--- config.mk ---
export PLATFORM = sky130hd
export DESIGN_NAME = ccr_control
export DESIGN_NICKNAME = d
export VERILOG_FILES = /design/src/ccr_pkg.sv /design/src/ccr_ctrl_if.sv /design/src/ccr_control.sv /design/src/ccr_output_logic.sv
export SDC_FILE = /design/constraint.sdc
export NUM_CORES = 1
export LEC_CHECK = 0
export BUFFER_PORTS_ARGS = -buffer_cell sky130_fd_sc_hd__buf_2
export CORE_AREA = 2 2 45 47
export DETAILED_ROUTE_END_ITERATION = 6
export DIE_AREA = 0 0 47 49
export PLACE_DENSITY = 0.74
export SYNTH_ARGS = -nofsm -noshare
export SYNTH_HDL_FRONTEND = slang
export SYNTH_SLANG_ARGS = --single-unit
--- constraint.sdc ---
create_clock -name clk_sys -period 1.9 [get_ports clk_sys]
set_input_delay 0 -clock clk_sys [delete_from_list [all_inputs] [get_ports clk_sys]]
set_output_delay 0 -clock clk_sys [all_outputs]
set_load 0.01 [all_outputs]
--- src/ccr_pkg.sv ---
package ccr_pkg;

  // ******************************************************************
  // Register map
  // ******************************************************************
  localparam int             CCR_ADDR_W       = 4;
  localparam int             CCR_DATA_W       = 8;
  localparam logic [3:0]     CCR_ADDR_CTRL    = 4'h0;
  localparam logic [7:0]     CCR_CTRL_RESET   = 8'h00;
  localparam logic [7:0]     CCR_READ_UNMAPPED = 8'h00;

  // ******************************************************************
  // Field positions
  // ******************************************************************
  localparam int             CCR_BIT_ENABLE   = 7;
  localparam int             CCR_BIT_RESULT   = 6;
  localparam int             CCR_BIT_OE       = 5;
  localparam int             CCR_BIT_POL      = 4;
  localparam int             CCR_BIT_SPEED    = 3;
  localparam int             CCR_BIT_REF      = 2;
  localparam int             CCR_CH_HI        = 1;
  localparam int             CCR_CH_LO        = 0;
  localparam int             CCR_CH_W         = 2;
  localparam int             CCR_NUM_CH       = 4;

  // Writable bits: everything except the status bit
  localparam logic [7:0]     CCR_WRITE_MASK   = 8'hBF;

  typedef struct packed {
    logic                    enable;
    logic                    pin_oe;
    logic                    polarity;
    logic                    speed;
    logic                    ref_sel;
    logic [CCR_CH_W-1:0]     channel;
  } ccr_ctrl_t;

endpackage
--- src/ccr_ctrl_if.sv ---
`timescale 1ns/10ps
interface ccr_ctrl_if;
  import ccr_pkg::*;

  ccr_ctrl_t  ctrl;
  logic       raw_result;
  logic       result;

  modport src (output ctrl, input result);
  modport out (input ctrl, input raw_result, output result);
endinterface

--- src/ccr_control.sv ---
`timescale 1ns/10ps
module ccr_control
  import ccr_pkg::*;
(
  // Clock and reset
  input  wire logic                  clk_sys,
  input  wire logic                  reset,
  // Register port
  input  wire logic [CCR_ADDR_W-1:0] reg_addr,
  input  wire logic [CCR_DATA_W-1:0] reg_wdata,
  input  wire logic                  reg_write,
  input  wire logic                  reg_read,
  output logic      [CCR_DATA_W-1:0] reg_rdata,
  // Analog front end
  input  wire logic                  cmp_analog_out,
  output logic                       cmp_enable,
  output logic                       cmp_speed_select,
  output logic                       cmp_reference_select,
  output logic      [CCR_NUM_CH-1:0] cmp_channel_onehot,
  output logic      [CCR_CH_W-1:0]   cmp_channel_select,
  // Output pin
  input  wire logic                  pin_direction_bit,
  output logic                       cmp_out_pin,
  output logic                       cmp_out_pin_oe
);

  ccr_ctrl_if cif ();

  ccr_ctrl_t                 ctrl_q;
  logic [CCR_DATA_W-1:0]     rdata_q;
  logic                      raw_meta_q;
  logic                      raw_sync_q;
  logic                      dir_meta_q;
  logic                      dir_sync_q;
  logic [CCR_DATA_W-1:0]     reg_view;

  // ******************************************************************
  // Input synchronisers
  // ******************************************************************
  // Comparator output is asynchronous to the clock
  always_ff @(posedge clk_sys or posedge reset) begin
    if (reset) begin
      raw_meta_q <= 1'b0;
      raw_sync_q <= 1'b0;
    end else begin
      raw_meta_q <= cmp_analog_out;
      raw_sync_q <= raw_meta_q;
    end
  end

  // Direction defaults to input so the pin stays released
  always_ff @(posedge clk_sys or posedge reset) begin
    if (reset) begin
      dir_meta_q <= 1'b1;
      dir_sync_q <= 1'b1;
    end else begin
      dir_meta_q <= pin_direction_bit;
      dir_sync_q <= dir_meta_q;
    end
  end

  // ******************************************************************
  // Control register
  // ******************************************************************
  always_ff @(posedge clk_sys or posedge reset) begin
    if (reset) begin
      ctrl_q.enable   <= CCR_CTRL_RESET[CCR_BIT_ENABLE];
      ctrl_q.pin_oe   <= CCR_CTRL_RESET[CCR_BIT_OE];
      ctrl_q.polarity <= CCR_CTRL_RESET[CCR_BIT_POL];
      ctrl_q.speed    <= CCR_CTRL_RESET[CCR_BIT_SPEED];
      ctrl_q.ref_sel  <= CCR_CTRL_RESET[CCR_BIT_REF];
      ctrl_q.channel  <= CCR_CTRL_RESET[CCR_CH_HI:CCR_CH_LO];
    end else if (reg_write && reg_addr == CCR_ADDR_CTRL) begin
      // Status bit dropped from the stored image
      ctrl_q.enable   <= reg_wdata[CCR_BIT_ENABLE];
      ctrl_q.pin_oe   <= reg_wdata[CCR_BIT_OE];
      ctrl_q.polarity <= reg_wdata[CCR_BIT_POL];
      ctrl_q.speed    <= reg_wdata[CCR_BIT_SPEED];
      ctrl_q.ref_sel  <= reg_wdata[CCR_BIT_REF];
      ctrl_q.channel  <= reg_wdata[CCR_CH_HI:CCR_CH_LO];
    end
  end

  assign cif.ctrl       = ctrl_q;
  assign cif.raw_result = raw_sync_q;

  ccr_output_logic u_out (
    .cif            (cif.out),
    .clk_sys        (clk_sys),
    .reset          (reset),
    .pin_direction_bit (dir_sync_q),
    .cmp_out_pin    (cmp_out_pin),
    .cmp_out_pin_oe (cmp_out_pin_oe)
  );

  // ******************************************************************
  // Analog controls
  // ******************************************************************
  assign cmp_enable           = ctrl_q.enable;
  assign cmp_speed_select     = ctrl_q.speed;
  assign cmp_reference_select = ctrl_q.ref_sel;
  assign cmp_channel_select   = ctrl_q.channel;

  // One switch per input pin; none closed while disabled saves current
  genvar gi;
  generate
    for (gi = 0; gi < CCR_NUM_CH; gi++) begin : g_ch
      assign cmp_channel_onehot[gi] = ctrl_q.enable &&
        (ctrl_q.channel == CCR_CH_W'(gi));
    end
  endgenerate

  // ******************************************************************
  // Read path
  // ******************************************************************
  always_comb begin
    reg_view                  = CCR_READ_UNMAPPED;
    reg_view[CCR_BIT_ENABLE]  = ctrl_q.enable;
    reg_view[CCR_BIT_RESULT]  = cif.result;
    reg_view[CCR_BIT_OE]      = ctrl_q.pin_oe;
    reg_view[CCR_BIT_POL]     = ctrl_q.polarity;
    reg_view[CCR_BIT_SPEED]   = ctrl_q.speed;
    reg_view[CCR_BIT_REF]     = ctrl_q.ref_sel;
    reg_view[CCR_CH_HI:CCR_CH_LO] = ctrl_q.channel;
  end

  // Data held only in the cycle after the strobe
  always_ff @(posedge clk_sys or posedge reset) begin
    if (reset) begin
      rdata_q <= CCR_READ_UNMAPPED;
    end else if (reg_read && reg_addr == CCR_ADDR_CTRL) begin
      rdata_q <= reg_view;
    end else begin
      rdata_q <= CCR_READ_UNMAPPED;
    end
  end

  assign reg_rdata = rdata_q;

endmodule

--- src/ccr_output_logic.sv ---
`timescale 1ns/10ps
module ccr_output_logic
  import ccr_pkg::*;
(
  ccr_ctrl_if.out   cif,
  // Clock and reset
  input  wire logic clk_sys,
  input  wire logic reset,
  // Pin direction and pad
  input  wire logic pin_direction_bit,
  output logic      cmp_out_pin,
  output logic      cmp_out_pin_oe
);

  logic result_q;
  logic pin_q;
  logic pin_oe_q;

  // ******************************************************************
  // Result latch
  // ******************************************************************
  // Off comparator reads the polarity bit, so latches can be preset
  always_ff @(posedge clk_sys or posedge reset) begin
    if (reset) begin
      result_q <= 1'b0;
    end else if (cif.ctrl.enable) begin
      result_q <= cif.raw_result ^ cif.ctrl.polarity;
    end else begin
      result_q <= cif.ctrl.polarity;
    end
  end

  assign cif.result = result_q;

  // ******************************************************************
  // Pin driver
  // ******************************************************************
  always_ff @(posedge clk_sys or posedge reset) begin
    if (reset) begin
      pin_q    <= 1'b0;
      pin_oe_q <= 1'b0;
    end else begin
      pin_q    <= result_q;
      pin_oe_q <= cif.ctrl.pin_oe & cif.ctrl.enable
                  & ~pin_direction_bit;
    end
  end

  assign cmp_out_pin    = pin_q;
  assign cmp_out_pin_oe = pin_oe_q;

endmodule

# Word-level counts from Yosys, hierarchy flattened
# Cells that the tools add are included.
# totals
ff_bits,22
input_bits,18
out_inout_bits,19
wordCells,31
# op_classes
n_eq_ne,3
mux,2
n_bitwise,4
reduce_logical,8
# ops
operator,count
two-way mux 8 bit,1
logical AND 1 bit,6
"== test 2 bit, second input constant",2
zero test 4 bit,1
AND 1 bit,2
"== test 2 x 1 -> 1 bit, second input constant",1
zero test 2 bit,1
two-way mux 1 bit,1
inverter 1 bit,1
XOR 1 bit,1

# Logic depth before layout (Yosys ltp)
# Gate-level depths: netlist (run 1).
# depth
ltp_word,3
depth_mapped,3
ltp_nobuf,3

# Modules after synthesis
# A second synthesis (run 1) with hierarchy kept.
# unflattened
cells_unflattened,52
hier_area_um2,797.0
# by_module_without_submodules
mod,instances,cells_per_inst,area_each_um2,seq_area_each_um2
ccr_control,1,44,698.2,478.0
ccr_output_logic,1,8,98.8,75.1

# Worst setup path before layout (run 1)
# OpenSTA, ideal clock, no wires.
# synth_path
path_type,input-to-reg
start,in reg_addr[3]
end,"reg ctrl_q, in the netlist cif.ctrl[4]"
setup_time_ns,0.125
arrival_time_ns,0.806
slack_ns,0.969
cell_stages,3
cell_sequence,nor4_4 -> nand2_4 -> mux2_2
# synth_via
elab_chain_cells,2
# synth_rtl
element,line,source
"start, declared",ccr_control.sv:9,"input wire logic [CCR_ADDR_W-1:0] reg_addr,"
zero test 4 bit,ccr_control.sv:73,end else if (reg_write && reg_addr == CCR_ADDR_CTRL) begin
logical AND 1 bit,ccr_control.sv:73,
"end, declared",ccr_control.sv:29,ccr_ctrl_t ctrl_q;
# No other way between the ends.
# A chain may end at the register's enable or synchronous reset.

# Worst setup path after layout (run 1)
# layout_path
start,"reg ctrl_q, in the netlist cmp_enable"
end,out cmp_channel_onehot[0]
# layout_via
elab_chain_cells,1
# layout_rtl
element,line,source
logical AND 1 bit,ccr_control.sv:108,assign cmp_channel_onehot[gi] = ctrl_q.enable &&
"end, declared",ccr_control.sv:19,"output logic [CCR_NUM_CH-1:0] cmp_channel_onehot,"
# No other way between the ends.

==> impl_results.md, run 1 <==
- Post-synthesis sequential area ratio: 69.72%
- Worst-path clk slew: 0.12 ns
- CTS tree: done
- Status: completed
- Crit end category: primary output
- Worst-Skew Late Latency: 0.30 ns
- Clock sinks: 22
- DRT Wirelength: 1367 µm
- Synth top area cells: dfrtp_1 (63%), mux2_2 (9.9%), and3_2 (7.6%)
- Maximum VDD drop: 513.3 µV
- Row count: 16
- Fill count: 174
- Drt wl/cell: 10.94 µm
- Pre-Repair DR Iteration Count: 4
- CP arrival: 1.13 ns
- Crit path time final: 1.135 ns
- Initial antenna violation count: 0
- Max cap viols: 0
- Kind of critical path: register to primary output
- Final #Nets: 117
- Root buf cell: clkbuf_4
- Routed via count: 545
- Power Density: 888.5 nW/µm²
- Grt total ovfl: 0
- Largest net degree at the start of global routing: 23
- Final period utilization: 59.73%
- Die Ht: 49 µm
- GRT Total Usage: 14.05%
- Highest Clock Rate: 881.2 MHz
- Synth cell types: 14
- Die W: 47 µm
- Final hold vios: 0
- Quantity of I/O buffers inserted on ports: 35
- Core Footprint: 1842 µm²
- Global-route wire length before repair: 2297 µm
- Crit path max fanout: 9
- Leading area contributor after synthesis: dfrtp_1
- Area growth syn-to-layout: 41.64%
- Final Setup Violations: 0
- Area fraction of the dominant cell type after synthesis: 63.09%
- Clk buf depth: 2
- WHS: 0.04012 ns
- # diodes: 0
- Worst path max stage delay: 0.47 ns
- Drc violations: 0
- Layout cell share with drive strength beyond 1: 59.18%
- Number of global-route vias before repair: 543
- Setup TNS: 0 ns
- Mean Syn Cell Area: 15.55 µm²
- Worst slew pin tran: 0.7814 ns
- Cell family with most CP delay: flip-flops
- Synth warn: 0
- Setup crit start kind: register
- Total leakage power: 0.6210 nW
- Syn Nets: 69
- Post-Synthesis Cells: 51
- Clk_skew: 0.008591 ns
- Num ports: 37
- Worst Path Buf+Inv: 1
- Max reg flops: 8
- Die footprint: 2303 µm²
- Initial core utilization: 43.07%
- Worst EP required: 1.90 ns
- Fin cells: 125
- FF+latch count, synth: 22
- Relative slew slack: 47.85%
- CTS buffer count: 3
- Placed Cells: 111
- Fin. max-slew vios: 0
- Critical-path cell with the highest stage delay: dfrtp_1
- Vias per cell: 4.360
- Critical-path cell list: nor3b_1 > buf_2
- Worst min path class: input pin to register
- Cell Area, Synth: 793.3 µm²
- RSZ-0062 raised after global routing: no
- RePlAce Congestion: 0.6931
- H-tree depth: 1
- ANT nets after route: 0
- Initial drt markers: 3
==> Yosys cell counts <==
cell type / count
nand2_4: 1
mux2_2: 7
and3_1: 1
nor4_4: 1
inv_1: 1
nor2_1: 2
xnor2_1: 1
dfstp_2: 2
nand2_1: 3
and3b_1: 1
buf_4: 2
nor3b_1: 1
dfrtp_1: 20
and3_2: 8
==> what timing repair did <==
item                                   CTS  global route
resized for setup                        0             0
endpoints found under the hold margin   29             0
hold buffers                            10             0
buffers inserted                         0             0
==> area by class of cell <==
type | instances | area [µm²] | share of cell area [%]
sequential | 22 | 553.0 | 49.22
tap | 27 | 33.78 | 3.007
inverter | 1 | 3.754 | 0.3341
multi-input combinational | 26 | 221.5 | 19.71
clock buffer | 4 | 36.28 | 3.229
timing repair buffer | 45 | 275.3 | 24.50
==> logic make-up (layout without fill, tap and decap cells) <==
kind of cell	count (synthesis)	after routing	synth area share, %
simple gates	18	18	16.88
xor+xnor	1	1	1.104
buf+inv	3	50	2.365
flops	22	22	69.72
mux	7	7	9.937
==> cell usage in the layout (no fill, tap or decap) <==
cell / Yosys / routed
and3_1: 1 / 1
and3_2: 8 / 8
and3b_1: 1 / 1
buf_2: 0 / 35
clkbuf_4: 0 / 3
clkbuf_8: 0 / 1
dfrtp_1: 20 / 20
dfstp_2: 2 / 2
dlygate4sd3_1: 0 / 10
inv_1: 1 / 1
mux2_2: 7 / 7
nand2_1: 3 / 3
nand2_4: 1 / 1
nor2_1: 2 / 2
nor3b_1: 1 / 1
nor4_4: 1 / 1
xnor2_1: 1 / 1
==> power breakdown <==
group	switching, mW	total [mW]	leakage (nW)	internal [mW]
Clock	0.128	0.244	0.0210	0.117
Sequential	0.0455	0.574	0.279	0.528
Combinational	0.0808	0.181	0.321	0.0998
Total	0.254	0.998	0.621	0.744
==> through the flow <==
stage | util (%) | power, mW | worst slack, ns | area (µm²)
finish | 61.01 | 0.9983 | 0.7651 | 1124
global route | 61.01 | 1.059 | 0.5994 | 1124
CTS | 61.01 | 1.008 | 0.7471 | 1124
detailed placement | 53.60 | 0.7511 | 0.7058 | 987.2
global placement | 53.60 | 0.7423 | 0.7230 | 987.2
floorplan | - | 0.6771 | 0.9692 | 793.3
==> path summary, 6_finish.rpt <==
| kind | slack [ns] | start | end | cells after the start |
|---|---|---|---|---|
| max in group asynchronous | 1.03 | reset | cif.ctrl[4]$_DFFE_PP0P_ | 3 |
| min reg2reg | 0.36 | raw_meta_q$_DFF_PP0_ | cif.raw_result$_DFF_PP0_ | 0 |
| min in group asynchronous | 0.38 | reset | reg_rdata[6]$_DFF_PP0_ | 3 |
| max | 0.77 | cmp_enable$_DFFE_PP0P_ | cmp_channel_onehot[0] | 2 |
| min | 0.04 | reg_read | reg_rdata[6]$_DFF_PP0_ | 2 |
| max reg2reg | 1.04 | cmp_enable$_DFFE_PP0P_ | cmp_enable$_DFFE_PP0P_ | 1 |
==> layer usage <==
metal / GRT usage (%) / vias up / part of all wire, %
met4: 8.796 / 0 / 2.3
li1: - / 266 / -
met3: 3.704 / 4 / 4.7
met1: 15.90 / 258 / 40
met2: 22.37 / 17 / 53
met5: 0 / - / 0
(Power assumes the default switching activity.)
==> run 2: changes to the inputs <==
--- a/config.mk
+++ b/config.mk
@@ -5,11 +5,12 @@
 export SDC_FILE = /design/constraint.sdc
 export NUM_CORES = 1
 export LEC_CHECK = 0
+export ABC_AREA = 1
 export BUFFER_PORTS_ARGS = -buffer_cell sky130_fd_sc_hd__buf_2
-export CORE_AREA = 2 2 45 47
+export CORE_AREA = 2 2 56 42
 export DETAILED_ROUTE_END_ITERATION = 6
-export DIE_AREA = 0 0 47 49
-export PLACE_DENSITY = 0.74
+export DIE_AREA = 0 0 58 44
+export PLACE_DENSITY = 0.71
 export SYNTH_ARGS = -nofsm -noshare
 export SYNTH_HDL_FRONTEND = slang
 export SYNTH_SLANG_ARGS = --single-unit
==> constraint.sdc (replaced) <==
create_clock -name clk_sys -period 1.1 [get_ports clk_sys]
set_input_delay 0 -clock clk_sys [delete_from_list [all_inputs] [get_ports clk_sys]]
set_output_delay 0 -clock clk_sys [all_outputs]
set_load 0.01 [all_outputs]
==> impl_results.md, run 2 <==
- WHS: 0.003845 ns (was 0.04012 ns)
- Setup crit start kind: register (unchanged)
- Crit end category: primary output (unchanged)
- Most common cell in the netlist: dfrtp_1 (unchanged)
- Number of synthesized flops with an enable pin: 0 (unchanged)
- HPWL Detailed: 1163 µm
- Area growth syn-to-layout: 47.28% (was 41.64%)
- Most common cell after layout, fill and taps aside: buf_2 (unchanged)
- Die Ht: 44 µm (was 49 µm)
- Status: completed (unchanged)
- Power Density: 1440 nW/µm² (was 888.5 nW/µm²)
- Num ports: 37 (unchanged)
- Drc violations: 0 (unchanged)
- Synth Area in Adders: 0% (unchanged)
- Logic pwr share: 22.9% (was 18.1%)
- Pre-CTS WS: 0.2523 ns (was 0.7058 ns)
- Syn Nets: 93 (was 69)
- RSZ-0062 raised after global routing: yes (was no)
- FF-to-FF setup slack: 0.19 ns (was 1.04 ns)
- Global-route wire length before repair: 2622 µm (was 2297 µm)
- Synth Area in XOR/XNOR: 1.028% (was 1.104%)
- Worst path max stage delay: 0.44 ns (was 0.47 ns)
- RePlAce Congestion: 0.7213 (was 0.6931)
- Clock group share of total power: 24.0% (was 24.5%)
- Final hold vios: 0 (unchanged)
- Number of global-route vias before repair: 632 (was 543)
- Most used flip-flop cell after synthesis: dfrtp_1 (unchanged)
- Clk_skew: 0.01033 ns (was 0.008591 ns)
- Drt wl/cell: 10.75 µm (was 10.94 µm)
- Post-synthesis sequential area ratio: 64.90% (was 69.72%)
- Worst-path clk slew: 0.12 ns (about the same)
- Worst EP required: 1.10 ns (was 1.90 ns)
- Maximum VDD drop: 915.4 µV (was 513.3 µV)
- Simple-gate share of the synthesized area: 27.31% (was 16.88%)
- Cell Area, Synth: 852.1 µm² (was 793.3 µm²)
- Seq pwr share: 53.2% (was 57.4%)
- Fin. max-slew vios: 0 (unchanged)
- GRT Total Usage: 13.97% (was 14.05%)
- Setup TNS: 0 ns (unchanged)
- Total leakage power: 0.6676 nW (was 0.6210 nW)
- CTS buffer count: 3 (unchanged)
- Layout cell share with drive strength beyond 1: 51.16% (was 59.18%)
- Critical-path cell list: nor3_2 > buf_2 (was nor3b_1 > buf_2)
- Synth warn: 0 (unchanged)
- Final period utilization: 99.10%
- Quantity of I/O buffers inserted on ports: 35 (unchanged)
- Initial core utilization: 41.93% (was 43.07%)
- Area fraction of the dominant cell type after synthesis: 58.74% (was 63.09%)
- P_sw: 0.5099 mW (was 0.2539 mW)
- Vias per cell: 4.405 (was 4.360)
- Final Setup Violations: 0 (unchanged)
- Cell-internal power: 1.297 mW (was 0.7444 mW)
- Initial antenna violation count: 0 (unchanged)
- Synth top cells by count: dfrtp_1 (20), nand2_1 (15), inv_1 (10) (was dfrtp_1 (20), and3_2 (8), mux2_2 (7))
- Mux contribution to synthesized area: 0% (was 9.937%)
- Worst min path class: input pin to register (unchanged)
- Routed via count: 674 (was 545)
- # diodes: 0 (unchanged)
- FF+latch count, synth: 22 (unchanged)
- Leading area contributor after synthesis: dfrtp_1 (unchanged)
- Final #Nets: 148 (was 117)
- Root buf cell: clkbuf_4 (unchanged)
- Row count: 14 (was 16)
- Final Power: 1.807 mW (was 0.9983 mW)
- Clock sinks: 22 (unchanged)
- Fin cells: 153 (was 125)
- Initial drt markers: 10 (was 3)
- Pre-Repair DR Iteration Count: 4 (unchanged)
- Relative slew slack: 78.48% (was 47.85%)
- Most frequent cells in the layout: buf_2 (35), dfrtp_1 (19), nand2_1 (15), dlygate4sd3_1 (12), nor2_2 (8) (was buf_2 (35), dfrtp_1 (20), dlygate4sd3_1 (10), and3_2 (8), mux2_2 (7))
- Mean Syn Cell Area: 11.36 µm² (was 15.55 µm²)
- Synth top area cells: dfrtp_1 (59%), nand2_1 (6.6%), dfstp_2 (6.2%) (was dfrtp_1 (63%), mux2_2 (9.9%), and3_2 (7.6%))
- Highest Clock Rate: 917.4 MHz
- Kind of critical path: register to primary output (unchanged)
- Finished Cell Area: 1255 µm² (was 1124 µm²)
- Crit path time final: 1.090 ns
- Post-synthesis compound-gate area fraction: 0% (unchanged)
- Max reg flops: 8 (unchanged)
- Crit path max fanout: 4 (was 9)
- Die footprint: 2552 µm² (was 2303 µm²)
- Core Footprint: 2032 µm² (was 1842 µm²)
- Die W: 58 µm (was 47 µm)
- Max cap viols: 0 (unchanged)
- Worst slew pin tran: 0.3225 ns (was 0.7814 ns)
- Setup WS post-layout: 0.009940 ns (was 0.7651 ns)
- Placed Cells: 132 (was 111)
- Critical-path cell with the highest stage delay: dfrtp_1 (unchanged)
- CTS tree: done (unchanged)
- Worst-Skew Late Latency: 0.31 ns (was 0.30 ns)
- DRT Wirelength: 1645 µm (was 1367 µm)
- Dpl cell area: 1045 µm² (was 987.2 µm²)
- Sw frac: 28.22% (was 25.43%)
- ANT nets after route: 0 (unchanged)
- Clk buf depth: 2 (unchanged)
- Final Util: 61.76% (was 61.01%)
- Grt total ovfl: 0 (unchanged)
- Post-Synthesis Cells: 75 (was 51)
- Largest net degree at the start of global routing: 15 (was 23)
- Largest family of logic cells by synthesized area: simple AND/OR/NAND/NOR gates (unchanged)
- H-tree depth: 1 (unchanged)
- Synth cell types: 12 (was 14)
- FFs w/ async S/R, synth: 100.0% (unchanged)
- CP arrival: 1.09 ns (was 1.13 ns)
-- run 2: cell types whose count changed after synthesis, moves of 2 or more --
cell,previous run,this run
and3_2,8,0
inv_1,1,10
mux2_2,7,0
nand2_1,3,15
nand3_4,0,2
nand4_1,0,7
nor2_1,2,0
nor2_2,0,8
nor2_4,0,2
nor3_1,0,5
-- run 2: worst max-delay path, delay by kind of cell (launching register included) --
| family | cells | cell delay [ns] |
|---|---|---|
| AND/OR/NAND/NOR | 1 | 0.19 |
| flip-flops | 1 | 0.44 |
| buffers and inverters | 1 | 0.16 |
-- run 2: kinds of logic after synthesis --
kind of cell	Yosys count
simple gates	39
flops	22
buf+inv	13
xor+xnor	1
-- run 2: power groups by stage --
stage	combinational [mW]	sequential (mW)	clock (mW)
2_1_floorplan	0.184	0.986	0
3_3_place_gp	0.304	0.970	0
3_5_place_dp	0.313	0.974	0
4_1_cts	0.392	0.957	0.438
5_1_grt	0.458	0.978	0.468
6_report	0.413	0.960	0.433
-- run 2: routing by layer --
layer	up-vias	track usage, %	part of all wire [%]
li1	341	-	-
met1	306	16.12	43
met2	27	25.45	49
met3	0	5.672	7.2
met4	0	1.395	0
met5	-	0	0
-- run 2: final cells by class --
type                            instances  area (µm²)
Sequential cell                        22       554.3
Tap cell                               24       30.03
Fill cell                             175       777.0
Inverter                               10       37.54
Multi-Input combinational cell         40       256.5
Clock buffer                            4       36.28
Timing Repair Buffer                   53       340.3
-- run 2: final timing paths --
| kind | from | to | depth (start not counted) |
|---|---|---|---|
| min in group asynchronous | reset | u_out.cmp_out_pin_oe$_DFF_PP0_ | 3 |
| setup reg to reg | cmp_channel_select[1]$_DFFE_PP0P_ | reg_rdata[1]$_DFF_PP0_ | 4 |
| hold / removal | reg_addr[0] | cmp_reference_select$_DFFE_PP0P_ | 4 |
| max in group asynchronous | reset | cmp_channel_select[0]$_DFFE_PP0P_ | 4 |
| hold reg to reg | raw_meta_q$_DFF_PP0_ | cif.raw_result$_DFF_PP0_ | 0 |
| setup / recovery | cmp_channel_select[1]$_DFFE_PP0P_ | cmp_channel_onehot[1] | 2 |
-- run 2: what timing repair did --
action                                  in CTS  in global routing
pin swaps                                    0                  1
endpoints found under the setup margin       4                  4
setup buffers                                3                  2
hold buffers                                12                  0
resized for setup                            5                  2
hold endpoints to repair                    31                  0
==> run 3: changes to the inputs <==
--- a/config.mk
+++ b/config.mk
@@ -7,10 +7,11 @@
 export LEC_CHECK = 0
 export ABC_AREA = 1
 export BUFFER_PORTS_ARGS = -buffer_cell sky130_fd_sc_hd__buf_2
-export CORE_AREA = 2 2 56 42
+export CORE_AREA = 2 2 59 44
 export DETAILED_ROUTE_END_ITERATION = 6
-export DIE_AREA = 0 0 58 44
-export PLACE_DENSITY = 0.71
+export DIE_AREA = 0 0 61 46
+export PLACE_DENSITY = 0.67
+export RECOVER_POWER = 25
 export SYNTH_ARGS = -nofsm -noshare
 export SYNTH_HDL_FRONTEND = slang
 export SYNTH_SLANG_ARGS = --single-unit
==> constraint.sdc (replaced) <==
create_clock -name clk_sys -period 0.9 [get_ports clk_sys]
set_input_delay 0 -clock clk_sys [delete_from_list [all_inputs] [get_ports clk_sys]]
set_output_delay 0 -clock clk_sys [all_outputs]
set_load 0.01 [all_outputs]
==> impl_results.md, run 3 (synthesis results as in run 2) <==
- Drc violations: 0 (unchanged)
- ANT nets after route: 0 (unchanged)
- Most frequent cells in the layout: buf_2 (33), dfrtp_1 (18), nand2_1 (14), dlygate4sd3_1 (13), buf_4 (11) (was buf_2 (35), dfrtp_1 (19), nand2_1 (15), dlygate4sd3_1 (12), nor2_2 (8))
- Setup crit start kind: register (unchanged)
- RePlAce Congestion: 0.7445 (was 0.7213)
- Core Footprint: 2308 µm² (was 2032 µm²)
- Largest net degree at the start of global routing: 14 (was 15)
- Drt wl/cell: 11.01 µm (was 10.75 µm)
- Relative slew slack: 80.65% (was 78.48%)
- Root buf cell: clkbuf_4 (unchanged)
- Max cap viols: 0 (unchanged)
- Failing checks: negative setup slack
- Layout cell share with drive strength beyond 1: 56.83% (was 51.16%)
- Maximum VDD drop: 1307 µV (was 915.4 µV)
- Num ports: 37 (unchanged)
- Worst min path class: input pin to register (unchanged)
- Vias per cell: 4.306 (was 4.405)
- WHS: 0.01101 ns (was 0.003845 ns)
- Power Density: 1855 nW/µm² (was 1440 nW/µm²)
- Initial drt markers: 17 (was 10)
- Finished Cell Area: 1401 µm² (was 1255 µm²)
- Number of global-route vias before repair: 639 (was 632)
- Highest Clock Rate: 909.3 MHz
- Final #Nets: 158 (was 148)
- Crit end category: primary output (unchanged)
- RSZ-0062 raised after global routing: yes (unchanged)
- CP arrival: 1.10 ns (was 1.09 ns)
- Clock sinks: 22 (unchanged)
- Die Ht: 46 µm (was 44 µm)
- Final Power: 2.599 mW (was 1.807 mW)
- CTS tree: done (unchanged)
- Worst EP required: 0.90 ns (was 1.10 ns)
- Global-route wire length before repair: 2835 µm (was 2622 µm)
- Grt total ovfl: 0 (unchanged)
- Worst-path clk slew: 0.13 ns (was 0.12 ns)
- Final Setup Violations: 9 (was 0)
- Crit path max fanout: 4 (unchanged)
- H-tree depth: 1 (unchanged)
- GRT Total Usage: 14.59% (was 13.97%)
- HPWL Detailed: 1237 µm (was 1163 µm)
- Routed via count: 745 (was 674)
- Clk_skew: 0.009176 ns (was 0.01033 ns)
- Total leakage power: 0.7356 nW (was 0.6676 nW)
- CTS buffer count: 3 (unchanged)
- Dpl cell area: 1072 µm² (was 1045 µm²)
- DRT Wirelength: 1905 µm (was 1645 µm)
- Die W: 61 µm (was 58 µm)
- Row count: 15 (was 14)
- Final period utilization: 122.2%
- Fin. max-slew vios: 0 (unchanged)
- Die footprint: 2806 µm² (was 2552 µm²)
- Quantity of I/O buffers inserted on ports: 35 (unchanged)
- Most common cell after layout, fill and taps aside: buf_2 (unchanged)
- Initial core utilization: 36.91% (was 41.93%)
- Worst-Skew Late Latency: 0.31 ns (about the same)
- Max reg flops: 8 (unchanged)
- Kind of critical path: register to primary output (unchanged)
- Final Util: 60.70% (was 61.76%)
- Final hold vios: 0 (unchanged)
- Setup WS post-layout: -0.1998 ns (was 0.009940 ns)
- Crit path time final: 1.100 ns
- Pre-CTS WS: 0.06028 ns (was 0.2523 ns)
- Area growth syn-to-layout: 64.46% (was 47.28%)
- # diodes: 0 (unchanged)
- Pre-Repair DR Iteration Count: 4 (unchanged)
- Clk buf depth: 2 (unchanged)
- Status: finished, violations left (was completed)
- Initial antenna violation count: 0 (unchanged)
- Worst slew pin tran: 0.2896 ns (was 0.3225 ns)
## run 3: cell types whose count changed in the layout (fill, tap and decap cells not counted), sizes merged
cell,previous run,this run
bufinv,0,1
dlygate4sd3,12,13
buf,41,49
## run 3: worst paths after layout
kind                                              startpoint                                end  slack, ns  depth (start not counted)
setup / recovery           cmp_channel_select[0]$_DFFE_PP0P_              cmp_channel_onehot[3]      -0.20                          3
hold / removal                                   reg_addr[0]            cif.ctrl[5]$_DFFE_PP0P_       0.01                          4
setup reg to reg                      cmp_enable$_DFFE_PP0P_         u_out.cif.result$_DFF_PP0_      -0.10                          5
hold reg to reg                         raw_meta_q$_DFF_PP0_           cif.raw_result$_DFF_PP0_       0.36                          0
max in group asynchronous                              reset  cmp_channel_select[1]$_DFFE_PP0P_       0.29                          4
min in group asynchronous                              reset         u_out.cif.result$_DFF_PP0_       0.13                          3
## run 3: final cells by class
type	instances	area (µm²)
repair buffers	63	439.2
multi-input cells	40	274.0
well taps	34	42.54
clock inverters	1	30.03
fillers	206	907.1
flip-flops and latches	22	555.5
inverters	10	37.54
clock buffers	3	22.52
## run 3: per-stage QoR
| stage | instances | TNS, ns |
|---|---|---|
| 6_report | 173 | -1.190 |
| 5_1_grt | 173 | -1.799 |
| 4_1_cts | 164 | -1.028 |
| 3_5_place_dp | 144 | 0 |
| 3_3_place_gp | 144 | 0 |
| 2_1_floorplan | 75 | 0 |
## run 3: worst max-delay path: stages, from the launching register on
cell and delay [ns]:
dfrtp_2 0.44, inv_2 0.07, nor3_2 0.13, buf_2 0.14
## run 3: metal layers
| metal | vias up | wire length, µm | part of all wire, % | global-route usage [%] |
|---|---|---|---|---|
| met1 | 337 | 738 | 39 | 16.34 |
| met4 | 0 | 8 | 0.42 | 3.913 |
| li1 | 369 | - | - | - |
| met3 | 2 | 160 | 8.4 | 5.966 |
| met2 | 37 | 997 | 52 | 25.81 |
| met5 | - | 0 | 0 | 0 |
## run 3: what timing repair did
action,4_1_cts,5_1_grt
resized for setup,5,12
hold endpoints to repair,31,1
setup endpoints to repair,7,11
hold buffers,12,1
pin swaps,1,1
setup buffers,4,8
## run 3: where the power goes
part | switching [mW] | internal, mW | total, mW
clock network | 0.301 | 0.450 | 0.752
registers | 0.0825 | 1.10 | 1.19
logic | 0.316 | 0.346 | 0.662
total | 0.700 | 1.90 | 2.60
